===== config.mk =====
export PLATFORM = sky130hd
export DESIGN_NAME = socb_bank
export DESIGN_NICKNAME = d
export VERILOG_FILES = /design/src/include/socb_pkg.sv /design/src/hw/socb_bank.sv
export SDC_FILE = /design/constraint.sdc
export NUM_CORES = 1
export LEC_CHECK = 0
export BUFFER_PORTS_ARGS = -buffer_cell sky130_fd_sc_hd__buf_2
export CORE_ASPECT_RATIO = 0.75
export CORE_MARGIN = 5
export CORE_UTILIZATION = 30
export DETAILED_ROUTE_END_ITERATION = 10
export HOLD_SLACK_MARGIN = 0.15
export PLACE_DENSITY = 0.59
export SLEW_MARGIN = 0
export SYNTH_ARGS = -nofsm -noshare
export SYNTH_HDL_FRONTEND = slang
export SYNTH_SLANG_ARGS = --single-unit

===== constraint.sdc =====
create_clock -name aclk -period 1.6 [get_ports aclk]
set_clock_uncertainty 0.2 [all_clocks]
set_input_delay 0.32 -clock aclk [delete_from_list [all_inputs] [get_ports aclk]]
set_output_delay 0.32 -clock aclk [all_outputs]
set_load 0.01 [all_outputs]

===== src/include/socb_pkg.sv =====
// Package for the sensor option configuration bank.
// Assumes a 32-bit AXI4-Lite register bus and a single 125 MHz clock.
package socb_pkg;

    // ------------------------------------------------------------------
    // Register map
    // ------------------------------------------------------------------
    localparam logic [3:0] SOCB_OFF_BYTE_ZERO = 4'h0;
    localparam logic [3:0] SOCB_OFF_BYTE_ONE = 4'h4;
    localparam logic [3:0] SOCB_OFF_BYTE_TWO = 4'h8;
    localparam logic [3:0] SOCB_OFF_STATUS = 4'hC;
    localparam logic [7:0] SOCB_BYTE_RESET = 8'h00;

    // ------------------------------------------------------------------
    // Field positions
    // ------------------------------------------------------------------
    localparam int SOCB_B2_OUT_TYPE = 5;
    localparam int SOCB_B2_RATIO = 4;
    localparam int SOCB_B2_GAIN_LO = 1;
    localparam int SOCB_B1_STREAM = 7;
    localparam int SOCB_B1_POWER_LO = 5;
    localparam int SOCB_B1_FREEZE_LO = 3;
    localparam int SOCB_B1_RECAL = 2;
    localparam int SOCB_B1_DUAL = 0;
    localparam int SOCB_B0_TOUCH_LO = 5;
    localparam int SOCB_B0_NEAR_LO = 3;
    localparam int SOCB_B0_POLARITY = 1;
    localparam int SOCB_B0_CTRL_TYPE = 0;
    // Reserved bits are forced to zero in what is stored.
    localparam logic [7:0] SOCB_B2_MASK = 8'h3E;
    localparam logic [7:0] SOCB_B1_MASK = 8'hFD;
    localparam logic [7:0] SOCB_B0_MASK = 8'hFB;

    // ------------------------------------------------------------------
    // AXI responses
    // ------------------------------------------------------------------
    localparam logic [1:0] SOCB_RESP_OKAY = 2'h0;
    localparam logic [1:0] SOCB_RESP_SLVERR = 2'h2;
    localparam logic [1:0] SOCB_RESP_DECERR = 2'h3;

    // ------------------------------------------------------------------
    // Timing, in their own units, and derived cycle counts
    // ------------------------------------------------------------------
    localparam int SOCB_CLK_MHZ = 125;
    localparam longint SOCB_FREEZE_18_S = 18;
    localparam longint SOCB_FREEZE_60_S = 60;
    localparam longint SOCB_FREEZE_3_S = 3;
    localparam longint SOCB_RECAL_250_MS = 250;
    localparam longint SOCB_RECAL_1_S = 1;
    localparam longint SOCB_CYC_PER_S = 64'(SOCB_CLK_MHZ) * 1000000;
    localparam longint SOCB_FREEZE_18_CYC = SOCB_FREEZE_18_S * SOCB_CYC_PER_S;
    localparam longint SOCB_FREEZE_60_CYC = SOCB_FREEZE_60_S * SOCB_CYC_PER_S;
    localparam longint SOCB_FREEZE_3_CYC = SOCB_FREEZE_3_S * SOCB_CYC_PER_S;
    localparam longint SOCB_RECAL_250_CYC =
        SOCB_RECAL_250_MS * SOCB_CYC_PER_S / 1000;
    localparam longint SOCB_RECAL_1_CYC = SOCB_RECAL_1_S * SOCB_CYC_PER_S;

    // ------------------------------------------------------------------
    // Types
    // ------------------------------------------------------------------
    typedef enum logic [3:0] {
        SOCB_POWER_NORMAL = 4'h1,
        SOCB_POWER_LOW1 = 4'h2,
        SOCB_POWER_LOW2 = 4'h4,
        SOCB_POWER_LOW3 = 4'h8
    } socb_power_t;

    typedef enum logic [2:0] {
        SOCB_MODE_CONTROL = 3'h1,
        SOCB_MODE_DUAL = 3'h2,
        SOCB_MODE_STREAM = 3'h4
    } socb_mode_t;

    // Decoded settings handed to the acquisition logic.
    typedef struct packed {
        socb_mode_t mode;
        logic control_uses_touch;
        logic release_is_7_8;
        logic [9:0] gain_target;
        socb_power_t power;
        logic [39:0] freeze_expiry_time;
        logic freeze_never_expires;
        logic [27:0] touch_recal_delay;
        logic shared_pin_is_output;
        logic [9:0] touch_level_select;
        logic [5:0] near_level_select;
        logic out_active_high;
        logic polarity_applies;
        logic detect_out_enabled;
        logic ctrl_freezes_reference;
    } socb_settings_t;

endpackage : socb_pkg


===== src/hw/socb_bank.sv =====
// Option configuration bank with AXI4-Lite access and decoded settings.
// Assumes one clock, a synchronous active-low reset, and a master that
// keeps at most one write and one read outstanding.
`timescale 1ns/1ps
`default_nettype none

// Overview of operation
// - Each option byte programs once, then stays fixed until reset clears it.
// - Blank part reads zero in all three bytes.
// - Third byte bit 5 picks touch or proximity.
// - Third byte bit 4 picks release ratio.
// - Third byte bits 3:1 pick gain target.
// - Second byte bit 7 enables data streaming.
// - Second byte bits 6:5 pick power level.
// - Second byte bits 4:3 pick freeze timeout.
// - Second byte bit 2 picks recalibration delay.
// - Second byte bit 0 configures shared pin.
// - First byte bits 7:5 pick touch threshold.
// - First byte bits 4:3 pick proximity threshold.
// - Polarity applies only while streaming disabled.
// - First byte bit 0 picks control function.
// - Streaming takes over the detection output pin.
module socb_bank
    import socb_pkg::*;
(
    input wire logic aclk,
    input wire logic aresetn,
    input wire logic [3:0] s_axi_awaddr,
    input wire logic [2:0] s_axi_awprot,
    input wire logic s_axi_awvalid,
    output logic s_axi_awready,
    input wire logic [31:0] s_axi_wdata,
    input wire logic [3:0] s_axi_wstrb,
    input wire logic s_axi_wvalid,
    output logic s_axi_wready,
    output logic [1:0] s_axi_bresp,
    output logic s_axi_bvalid,
    input wire logic s_axi_bready,
    input wire logic [3:0] s_axi_araddr,
    input wire logic [2:0] s_axi_arprot,
    input wire logic s_axi_arvalid,
    output logic s_axi_arready,
    output logic [31:0] s_axi_rdata,
    output logic [1:0] s_axi_rresp,
    output logic s_axi_rvalid,
    input wire logic s_axi_rready,
    output socb_settings_t settings,
    output logic settings_valid
);

    // ------------------------------------------------------------------
    // Storage and decode tables
    // ------------------------------------------------------------------
    logic [7:0] byte_zero_reg, byte_zero_next;
    logic [7:0] byte_one_reg, byte_one_next;
    logic [7:0] byte_two_reg, byte_two_next;
    logic [2:0] burnt_reg, burnt_next;
    socb_settings_t settings_reg, settings_next;
    logic valid_reg, valid_next;

    function automatic logic [9:0] gain_of(input logic [2:0] code);
        case (code)
            3'h0: gain_of = 10'd200;
            3'h1: gain_of = 10'd250;
            3'h2: gain_of = 10'd300;
            3'h3: gain_of = 10'd350;
            3'h4: gain_of = 10'd400;
            3'h5: gain_of = 10'd550;
            3'h6: gain_of = 10'd700;
            default: gain_of = 10'd850;
        endcase
    endfunction

    function automatic logic [9:0] touch_of(input logic [2:0] code);
        case (code)
            3'h0: touch_of = 10'd40;
            3'h1: touch_of = 10'd60;
            3'h2: touch_of = 10'd100;
            3'h3: touch_of = 10'd200;
            3'h4: touch_of = 10'd360;
            3'h5: touch_of = 10'd500;
            3'h6: touch_of = 10'd700;
            default: touch_of = 10'd900;
        endcase
    endfunction

    // ------------------------------------------------------------------
    // Write channel
    // ------------------------------------------------------------------
    logic aw_held_reg, aw_held_next;
    logic [3:0] aw_addr_reg, aw_addr_next;
    logic w_held_reg, w_held_next;
    logic [31:0] w_data_reg, w_data_next;
    logic [3:0] w_strb_reg, w_strb_next;
    logic bvalid_reg, bvalid_next;
    logic [1:0] bresp_reg, bresp_next;
    logic awready_reg, awready_next;
    logic wready_reg, wready_next;

    // Address and data are caught separately in either order; the write
    // lands once both are held and no response is pending.
    always_comb begin
        logic do_write;
        logic [7:0] val;
        do_write = 1'b0;
        val = 8'h00;
        aw_held_next = aw_held_reg;
        aw_addr_next = aw_addr_reg;
        w_held_next = w_held_reg;
        w_data_next = w_data_reg;
        w_strb_next = w_strb_reg;
        bvalid_next = bvalid_reg;
        bresp_next = bresp_reg;
        byte_zero_next = byte_zero_reg;
        byte_one_next = byte_one_reg;
        byte_two_next = byte_two_reg;
        burnt_next = burnt_reg;
        if (s_axi_awvalid && awready_reg) begin
            aw_held_next = 1'b1;
            aw_addr_next = s_axi_awaddr;
        end
        if (s_axi_wvalid && wready_reg) begin
            w_held_next = 1'b1;
            w_data_next = s_axi_wdata;
            w_strb_next = s_axi_wstrb;
        end
        if (bvalid_reg && s_axi_bready) begin
            bvalid_next = 1'b0;
        end
        if (aw_held_reg && w_held_reg && !bvalid_reg) begin
            do_write = 1'b1;
            aw_held_next = 1'b0;
            w_held_next = 1'b0;
            bvalid_next = 1'b1;
            bresp_next = SOCB_RESP_OKAY;
        end
        if (do_write) begin
            case (aw_addr_reg)
                SOCB_OFF_BYTE_ZERO: begin
                    val = w_data_reg[7:0] & SOCB_B0_MASK;
                    if (burnt_reg[0] || !w_strb_reg[0]) begin
                        bresp_next = SOCB_RESP_SLVERR;
                    end else begin
                        byte_zero_next = val;
                        burnt_next[0] = 1'b1;
                    end
                end
                SOCB_OFF_BYTE_ONE: begin
                    val = w_data_reg[7:0] & SOCB_B1_MASK;
                    if (burnt_reg[1] || !w_strb_reg[0]) begin
                        bresp_next = SOCB_RESP_SLVERR;
                    end else begin
                        byte_one_next = val;
                        burnt_next[1] = 1'b1;
                    end
                end
                SOCB_OFF_BYTE_TWO: begin
                    val = w_data_reg[7:0] & SOCB_B2_MASK;
                    if (burnt_reg[2] || !w_strb_reg[0]) begin
                        bresp_next = SOCB_RESP_SLVERR;
                    end else begin
                        byte_two_next = val;
                        burnt_next[2] = 1'b1;
                    end
                end
                SOCB_OFF_STATUS: bresp_next = SOCB_RESP_SLVERR;
                default: bresp_next = SOCB_RESP_DECERR;
            endcase
        end
        awready_next = !aw_held_next;
        wready_next = !w_held_next;
    end

    // ------------------------------------------------------------------
    // Read channel
    // ------------------------------------------------------------------
    logic rvalid_reg, rvalid_next;
    logic [31:0] rdata_reg, rdata_next;
    logic [1:0] rresp_reg, rresp_next;
    logic arready_reg, arready_next;

    // One read at a time; arready drops while the answer is waiting.
    always_comb begin
        rvalid_next = rvalid_reg;
        rdata_next = rdata_reg;
        rresp_next = rresp_reg;
        if (rvalid_reg && s_axi_rready) begin
            rvalid_next = 1'b0;
        end
        if (s_axi_arvalid && arready_reg) begin
            rvalid_next = 1'b1;
            rresp_next = SOCB_RESP_OKAY;
            rdata_next = 32'h0000_0000;
            case (s_axi_araddr)
                SOCB_OFF_BYTE_ZERO: rdata_next[7:0] = byte_zero_reg;
                SOCB_OFF_BYTE_ONE: rdata_next[7:0] = byte_one_reg;
                SOCB_OFF_BYTE_TWO: rdata_next[7:0] = byte_two_reg;
                SOCB_OFF_STATUS: rdata_next[3:0] = {valid_reg, burnt_reg};
                default: rresp_next = SOCB_RESP_DECERR;
            endcase
        end
        arready_next = !rvalid_next;
    end

    // ------------------------------------------------------------------
    // Decode
    // ------------------------------------------------------------------
    // Decoded settings are a registered copy, so acquisition sees only
    // whole, settled values one cycle after any byte is programmed.
    always_comb begin
        logic [1:0] pw;
        logic [1:0] fr;
        pw = byte_one_reg[SOCB_B1_POWER_LO +: 2];
        fr = byte_one_reg[SOCB_B1_FREEZE_LO +: 2];
        settings_next = settings_reg;
        if (byte_one_reg[SOCB_B1_STREAM]) begin
            settings_next.mode = SOCB_MODE_STREAM;
        end else if (byte_one_reg[SOCB_B1_DUAL]) begin
            settings_next.mode = SOCB_MODE_DUAL;
        end else begin
            settings_next.mode = SOCB_MODE_CONTROL;
        end
        settings_next.control_uses_touch =
            byte_two_reg[SOCB_B2_OUT_TYPE];
        settings_next.release_is_7_8 = byte_two_reg[SOCB_B2_RATIO];
        settings_next.gain_target =
            gain_of(byte_two_reg[SOCB_B2_GAIN_LO +: 3]);
        case (pw)
            2'h0: settings_next.power = SOCB_POWER_NORMAL;
            2'h1: settings_next.power = SOCB_POWER_LOW1;
            2'h2: settings_next.power = SOCB_POWER_LOW2;
            default: settings_next.power = SOCB_POWER_LOW3;
        endcase
        settings_next.freeze_never_expires = (fr == 2'h0);
        case (fr)
            2'h1: settings_next.freeze_expiry_time =
                40'(SOCB_FREEZE_18_CYC);
            2'h2: settings_next.freeze_expiry_time =
                40'(SOCB_FREEZE_60_CYC);
            2'h3: settings_next.freeze_expiry_time =
                40'(SOCB_FREEZE_3_CYC);
            default: settings_next.freeze_expiry_time = 40'h00_0000_0000;
        endcase
        settings_next.touch_recal_delay = byte_one_reg[SOCB_B1_RECAL] ?
            28'(SOCB_RECAL_1_CYC) : 28'(SOCB_RECAL_250_CYC);
        settings_next.shared_pin_is_output =
            byte_one_reg[SOCB_B1_DUAL];
        settings_next.touch_level_select =
            touch_of(byte_zero_reg[SOCB_B0_TOUCH_LO +: 3]);
        settings_next.near_level_select =
            6'd4 << byte_zero_reg[SOCB_B0_NEAR_LO +: 2];
        settings_next.polarity_applies =
            !byte_one_reg[SOCB_B1_STREAM];
        settings_next.out_active_high = byte_zero_reg[SOCB_B0_POLARITY] &&
            !byte_one_reg[SOCB_B1_STREAM];
        settings_next.detect_out_enabled =
            !byte_one_reg[SOCB_B1_STREAM];
        settings_next.ctrl_freezes_reference =
            byte_zero_reg[SOCB_B0_CTRL_TYPE];
        valid_next = 1'b1;
    end

    // ------------------------------------------------------------------
    // State registers
    // ------------------------------------------------------------------
    always_ff @(posedge aclk) begin
        if (!aresetn) begin
            byte_zero_reg <= SOCB_BYTE_RESET;
            byte_one_reg <= SOCB_BYTE_RESET;
            byte_two_reg <= SOCB_BYTE_RESET;
            burnt_reg <= 3'h0;
            settings_reg <= '0;
            valid_reg <= 1'b0;
            aw_held_reg <= 1'b0;
            aw_addr_reg <= 4'h0;
            w_held_reg <= 1'b0;
            w_data_reg <= 32'h0000_0000;
            w_strb_reg <= 4'h0;
            bvalid_reg <= 1'b0;
            bresp_reg <= SOCB_RESP_OKAY;
            awready_reg <= 1'b0;
            wready_reg <= 1'b0;
            rvalid_reg <= 1'b0;
            rdata_reg <= 32'h0000_0000;
            rresp_reg <= SOCB_RESP_OKAY;
            arready_reg <= 1'b0;
        end else begin
            byte_zero_reg <= byte_zero_next;
            byte_one_reg <= byte_one_next;
            byte_two_reg <= byte_two_next;
            burnt_reg <= burnt_next;
            settings_reg <= settings_next;
            valid_reg <= valid_next;
            aw_held_reg <= aw_held_next;
            aw_addr_reg <= aw_addr_next;
            w_held_reg <= w_held_next;
            w_data_reg <= w_data_next;
            w_strb_reg <= w_strb_next;
            bvalid_reg <= bvalid_next;
            bresp_reg <= bresp_next;
            awready_reg <= awready_next;
            wready_reg <= wready_next;
            rvalid_reg <= rvalid_next;
            rdata_reg <= rdata_next;
            rresp_reg <= rresp_next;
            arready_reg <= arready_next;
        end
    end

    assign s_axi_awready = awready_reg;
    assign s_axi_wready = wready_reg;
    assign s_axi_bvalid = bvalid_reg;
    assign s_axi_bresp = bresp_reg;
    assign s_axi_arready = arready_reg;
    assign s_axi_rvalid = rvalid_reg;
    assign s_axi_rdata = rdata_reg;
    assign s_axi_rresp = rresp_reg;
    assign settings = settings_reg;
    assign settings_valid = valid_reg;

endmodule // socb_bank

`default_nettype wire


==> impl_metrics.py, run 1 <==
metrics = {
    "critical_path": {
        "r2r_slack_ns": -0.1,
        "critPathLaunch": "aw_addr_reg[1]",
        "start_kind": "flip-flop",
        "setup.worst_path.class": "flip-flop to flip-flop",
        "cp.arrival_ns": 1.73,
        "reg2reg_from": "aw_addr_reg[1]",
        "r2r_end": "byte_zero_reg[0]",
        "required_ns": 1.63,
        "cp-end-kind": "flip-flop",
        "path_max_fanout": 8,
        "ff2ff_path_depth": 3,
        "critPathCapture": "byte_zero_reg[0]",
    },
    "clock_tree": {
        "htreeDepth": 3,
        "clock_latency_ns": 0.35,
        "cts_sinks": 99,
        "ctsRootBufferMaster": "clkbuf_16",
        "cts_tree": "done",
        "cts_buffers": 9,
        "clk_pin_slew_worst_paths_ns": 0.06,
        "clock_path_buffers": 2,
    },
    "synthesis": {
        "synth_top_area_share_pct": 47.4,
        "synth_cell_types": 40,
        "synth-main-ff-cell": "dfxtp_1",
        "synth_area_mm2": 0.00419,
        "ys_ff_latch": 99,
        "synth_area_leader_cell": "dfxtp_1",
        "syn_inst": 451,
        "yosysMostFrequentCell": "dfxtp_1",
        "syn_area_per_cell_um2": 9.28,
        "synth_edf_count": 0,
        "ys_async_sr_fraction_pct": 0,
        "ys_warn_count": 0,
        "synthTopCellsByArea": "dfxtp_1 47%, buf_4 16%, mux2i_1 6.0%",
        "yosysSeqAreaShare_pct": 47.4,
        "synthTopCellsByCount": "99 x dfxtp_1, 89 x buf_4, 65 x nand2_1, 26 x a21oi_1, 25 x mux2i_1",
    },
    "placed_design": {
        "hpwl_mm": 7.87,
        "gp_congestion": 0.803,
        "port_buffers": 119,
        "preCtsSetupSlack_ns": -0.0906,
        "placed_cells": 722,
    },
    "floorplan": {
        "start_util_pct": 30.5,
        "core_area_mm2": 0.0137,
        "row_count": 37,
        "die_h_um": 112,
        "io_pins": 208,
        "die_area_mm2": 0.0164,
        "die_width_um": 146,
    },
    "pwr": {
        "leakage_nw": 2.56,
        "ir_worst_vdd_v": 0.000449,
        "power_density_mw_per_mm2": 980,
    },
    "final_layout": {
        "fillers": 1403,
        "drive_gt1_share_pct": 30.9,
        "area_delta_synth_final_pct": 25.5,
        "layout.cells.non_filler": 758,
        "antenna_cells": 0,
        "largest_reg_flops": 45,
        "final_nets": 642,
    },
    "sta": {
        "finalWorstSetupSlack_ns": -0.0980,
        "fin_crit_sh_pct": 106,
        "final.setup.tns_ns": -0.961,
        "setup_viol": 15,
        "fmax_mhz": 589,
        "final_max_slew_viol_count": 0,
        "rsz0062_at_grt": "yes",
        "post-route-min-period_ns": 1.70,
        "final_hold_viol_count": 0,
    },
    "routing": {
        "post_drt_wl_per_cell_um": 13.4,
        "drcViolationCount": 0,
        "first_pass_iters": 4,
        "antenna_left": 0,
        "finalWirelength_mm": 10.2,
        "vias": 3188,
        "viasPerCell": 4.21,
        "drt-initial-drc-count": 136,
    },
    "global_routing": {
        "grt_pass1_wl_mm": 15.8,
        "grtUsageTotal_pct": 12.3,
        "antenna_found_initial": 0,
        "grt_pass1_vias": 3072,
        "grt_max_degree": 27,
        "grt_overflow": 0,
    },
    "outcome": {
        "outcome": "finished with violations",
        "violations": "negative setup slack",
    },
    "hold_path": {
        "hp-class": "input port to flip-flop",
    },
    "run": {
        "max_cap_viol_count": 0,
    },
}
-- through the flow --
step / power, mW / hold WS (ns) / area, um^2 / utilization [%]
2_1_floorplan: 2.93 / 0.148 / 4390 / -
3_3_place_gp: 2.97 / 0.243 / 4740 / 34.6
3_5_place_dp: 2.98 / 0.246 / 4740 / 34.6
4_1_cts: 5.23 / 0.202 / 5240 / 38.2
5_1_grt: 5.38 / 0.252 / 5250 / 38.3
6_report: 5.15 / 0.218 / 5250 / 38.3
-- power breakdown --
part	total (mW)	switching [mW]	internal, mW
logic	0.418	0.239	0.179
registers	2.54	0.0309	2.51
clock network	2.18	0.925	1.26
total	5.15	1.19	3.95
-- cell families (layout without fill, tap and decap cells) --
kind of cell / Yosys count / count (layout) / synth area share, %
flip-flops: 99 / 99 / 47.4
AND/OR/NAND/NOR: 136 / 136 / 16.2
XOR/XNOR: 2 / 2 / 0.419
AO/OA/AOI/OAI: 53 / 53 / 7.32
buffers and inverters: 123 / 201 / 19.2
adder cells (fa/ha/maj): 7 / 7 / 2.09
other: 1 / 55 / 0.0896
multiplexers: 30 / 30 / 7.32
-- cell usage in the layout, fill, tap and decap left out, types with 4 or more instances in the layout --
master,n
buf_2,119
dfxtp_1,97
nand2_1,65
conb_1,55
buf_4,28
a21oi_1,26
mux2i_1,25
dlygate4sd3_1,18
inv_1,15
nor2_1,13
and2_1,13
o21ai_0,10
nand2b_1,9
clkbuf_16,9
nand3_1,7
ha_1,7
and3_1,5
mux2_2,5
nor3_1,5
a31oi_1,4
buf_12,4
-- critical path, stage by stage, from the launching register on --
cell and delay [ns]:
dfxtp_2 0.32, or3_4 0.39, or4_4 0.52, mux2i_1 0.15
-- per-layer routing --
metal | part of all wire, % | track usage (%) | wire [um] | vias to the layer above
met5 | 0 | 0 | 0 | -
met4 | 1.5 | 4.01 | 149 | 0
met3 | 8.2 | 4.56 | 836 | 12
met2 | 46 | 19.1 | 4640 | 115
met1 | 45 | 15.9 | 4560 | 1471
li1 | - | - | - | 1590
-- repair_timing --
action / 4_1_cts / 5_1_grt
resized for setup: 0 / 5
endpoints found under the setup margin: 15 / 25
hold buffers: 18 / 0
hold endpoints to repair: 19 / 0
setup buffers: 2 / 0
-- layout make-up --
cell class / count / area [um^2] / share of cell area [%]
inverter: 15 / 56.3 / 1.07
clock buffer: 11 / 243 / 4.62
multi-input combinational: 283 / 1610 / 30.7
tap: 175 / 219 / 4.17
timing repair buffer: 170 / 1080 / 20.5
clock inverter: 5 / 62.6 / 1.19
sequential: 99 / 1980 / 37.8
-- worst min-delay path by stage --
| stage | start | cells after the start | endpoint | slack (ns) |
|---|---|---|---|---|
| floorplan | aresetn | 0 | settings[45] | 0.15 |
| global placement | s_axi_rdata[6] | 2 | s_axi_rdata[6] | 0.24 |
| detailed placement | s_axi_rdata[7] | 2 | s_axi_rdata[7] | 0.25 |
| CTS | s_axi_araddr[3] | 4 | s_axi_rdata[2] | 0.20 |
| global route | s_axi_araddr[3] | 4 | s_axi_rdata[2] | 0.25 |
| finish | s_axi_wvalid | 4 | s_axi_wready | 0.22 |
(Power assumes the default switching activity.)
==> run 2: changes to the inputs <==
--- a/config.mk
+++ b/config.mk
@@ -5,13 +5,13 @@
 export SDC_FILE = /design/constraint.sdc
 export NUM_CORES = 1
 export LEC_CHECK = 0
-export BUFFER_PORTS_ARGS = -buffer_cell sky130_fd_sc_hd__buf_2
 export CORE_ASPECT_RATIO = 0.75
 export CORE_MARGIN = 5
 export CORE_UTILIZATION = 30
 export DETAILED_ROUTE_END_ITERATION = 10
+export DONT_BUFFER_PORTS = 1
 export HOLD_SLACK_MARGIN = 0.15
-export PLACE_DENSITY = 0.59
+export PLACE_DENSITY = 0.46
 export SLEW_MARGIN = 0
 export SYNTH_ARGS = -nofsm -noshare
 export SYNTH_HDL_FRONTEND = slang
==> run 2 against run 1 <==
  * The flow finishes with violations (negative hold slack, negative setup slack)
  * Die area stayed put
  * Clock-buffer cell count stayed put
  * Sequential power hardly changed
  * Sequential share of layout area is 2.5 points higher
  * Power is 1.9% higher
  * Non-clock buffer count is 97 lower
  * Register-to-register slack hardly changed
==> impl_metrics.py, run 2 (synthesis gave the netlist of run 1 again) <==
metrics = {
    "critical_path": {
        "cp_slowest_cell": "or4_4",
        "crit_family": "simple AND/OR/NAND/NOR gates",
        "path_max_fanout": 8,
        "cp.arrival_ns": 1.74,
        "critical_path.n_buffers_inverters": 0,
        "start_kind": "flip-flop",
        "required_ns": 1.64,
        "cp-end-kind": "flip-flop",
        "setup.worst_path.class": "flip-flop to flip-flop",
        "crit_path_cell_trace": "or3_4 -> or4_4 -> mux2i_1",
        "max_stage_delay_ns": 0.53,
    },
    "clock_tree": {
        "cts_sinks": 99,
        "clk_pin_slew_worst_paths_ns": 0.07,
        "htreeDepth": 3,
        "clock_latency_ns": 0.35,
        "ctsRootBufferMaster": "clkbuf_16",
        "cts_tree": "done",
        "cts_buffers": 9,
        "post_cts_buffers": 0,
        "clock_path_buffers": 2,
    },
    "floorplan": {
        "die_h_um": 112,
        "die_area_mm2": 0.0164,
        "die_width_um": 146,
        "io_pins": 208,
        "row_count": 37,
        "core_area_mm2": 0.0137,
        "start_util_pct": 30.5,
    },
    "final_layout": {
        "fin_util_pct": 36.0,
        "multi_input_area_mm2": 0.00165,
        "fillers": 1416,
        "final_area_mm2": 0.00493,
        "final_nets": 545,
        "layout.cells.non_filler": 661,
        "largest_reg_flops": 45,
        "regArea_mm2": 0.00199,
        "final_cell_mix": "94 x dfxtp_1, 64 x nand2_1, 55 x conb_1",
        "drive_gt1_share_pct": 12.8,
        "area_delta_synth_final_pct": 17.9,
        "mostFrequentLayoutCell": "dfxtp_1",
        "antenna_cells": 0,
    },
    "pwr": {
        "power_density_mw_per_mm2": 1060,
        "ir_worst_vdd_v": 0.000461,
        "leakage_nw": 2.04,
        "p_total_mw": 5.24,
    },
    "global_routing": {
        "antenna_found_initial": 0,
        "grt_max_degree": 34,
        "use_met3_pct": 6.74,
        "grt_busiest_layer": "met2",
        "grt_pass1_wl_mm": 15.2,
        "grt_overflow": 0,
        "grtUsageTotal_pct": 12.0,
        "grtUsageMet2_pct": 17.5,
        "grt_pass1_vias": 2737,
        "grt_util_met1_pct": 15.6,
    },
    "placed_design": {
        "place_area_mm2": 0.00410,
        "hpwl_mm": 7.11,
        "preCtsSetupSlack_ns": -0.0983,
        "placed_cells": 600,
        "port_buffers": 0,
        "gp_congestion": 0.757,
    },
    "sta": {
        "final_max_slew_viol_count": 0,
        "fmax_mhz": 586,
        "final.setup.tns_ns": -1.24,
        "finalWorstSetupSlack_ns": -0.105,
        "rsz0062_at_grt": "yes",
        "fin_hold_ws_ns": -0.0163,
        "fin_crit_sh_pct": 107,
        "setup_viol": 15,
        "post-route-min-period_ns": 1.71,
        "final_hold_viol_count": 3,
    },
    "routing": {
        "finalWirelength_mm": 9.85,
        "vias": 2775,
        "drcViolationCount": 0,
        "viasPerCell": 4.20,
        "drt-initial-drc-count": 114,
        "first_pass_iters": 4,
        "post_drt_wl_per_cell_um": 14.9,
        "antenna_left": 0,
    },
    "outcome": {
        "outcome": "finished with violations",
        "violations": "negative hold slack, negative setup slack",
    },
    "hold_path": {
        "hp-class": "input port to flip-flop",
    },
    "run": {
        "max_cap_viol_count": 0,
    },
}
## run 2: cell type report
cell class                      instances  share of cell area (%)
Timing Repair Buffer                   73                    14.1
Sequential cell                        99                    40.3
Tap cell                              175                    4.44
Inverter                               15                    1.14
Clock inverter                          5                    1.72
Clock buffer                           11                    4.92
Multi-Input combinational cell        283                    33.3
## run 2: where the power goes
part / internal [mW] / total, mW / switching [mW] / leakage (nW)
Sequential: 2.51 / 2.56 / 0.0475 / 0.808
Combinational: 0.128 / 0.317 / 0.189 / 1.08
Clock: 1.42 / 2.37 / 0.946 / 0.156
Total: 4.06 / 5.24 / 1.18 / 2.04
## run 2: worst paths after layout
check                  start          endpoint  slack, ns  depth (start not counted)
min reg2reg    w_data_reg[4]     w_data_reg[4]       0.26                          2
max           aw_addr_reg[1]  byte_zero_reg[1]      -0.11                          3
max reg2reg   aw_addr_reg[1]  byte_zero_reg[1]      -0.11                          3
min          s_axi_araddr[3]    s_axi_rdata[2]      -0.02                          2
## run 2: worst register-to-register path, cell delays in order (launching register included)
cell and delay, ns:
dfxtp_2 0.32, or3_4 0.38, or4_4 0.53, mux2i_1 0.16
## run 2: layer usage
| layer | routed length, um | up-vias | share of wire, % |
|---|---|---|---|
| met5 | 0 | - | 0 |
| met4 | 91 | 0 | 0.92 |
| met3 | 901 | 8 | 9.1 |
| met2 | 4220 | 77 | 43 |
| met1 | 4640 | 1298 | 47 |
| li1 | - | 1392 | - |
## run 2: what timing repair did
action	4_1_cts	5_1_grt
hold buffers	44	1
resized for setup	0	12
setup endpoints to repair	15	29
endpoints found under the hold margin	72	24
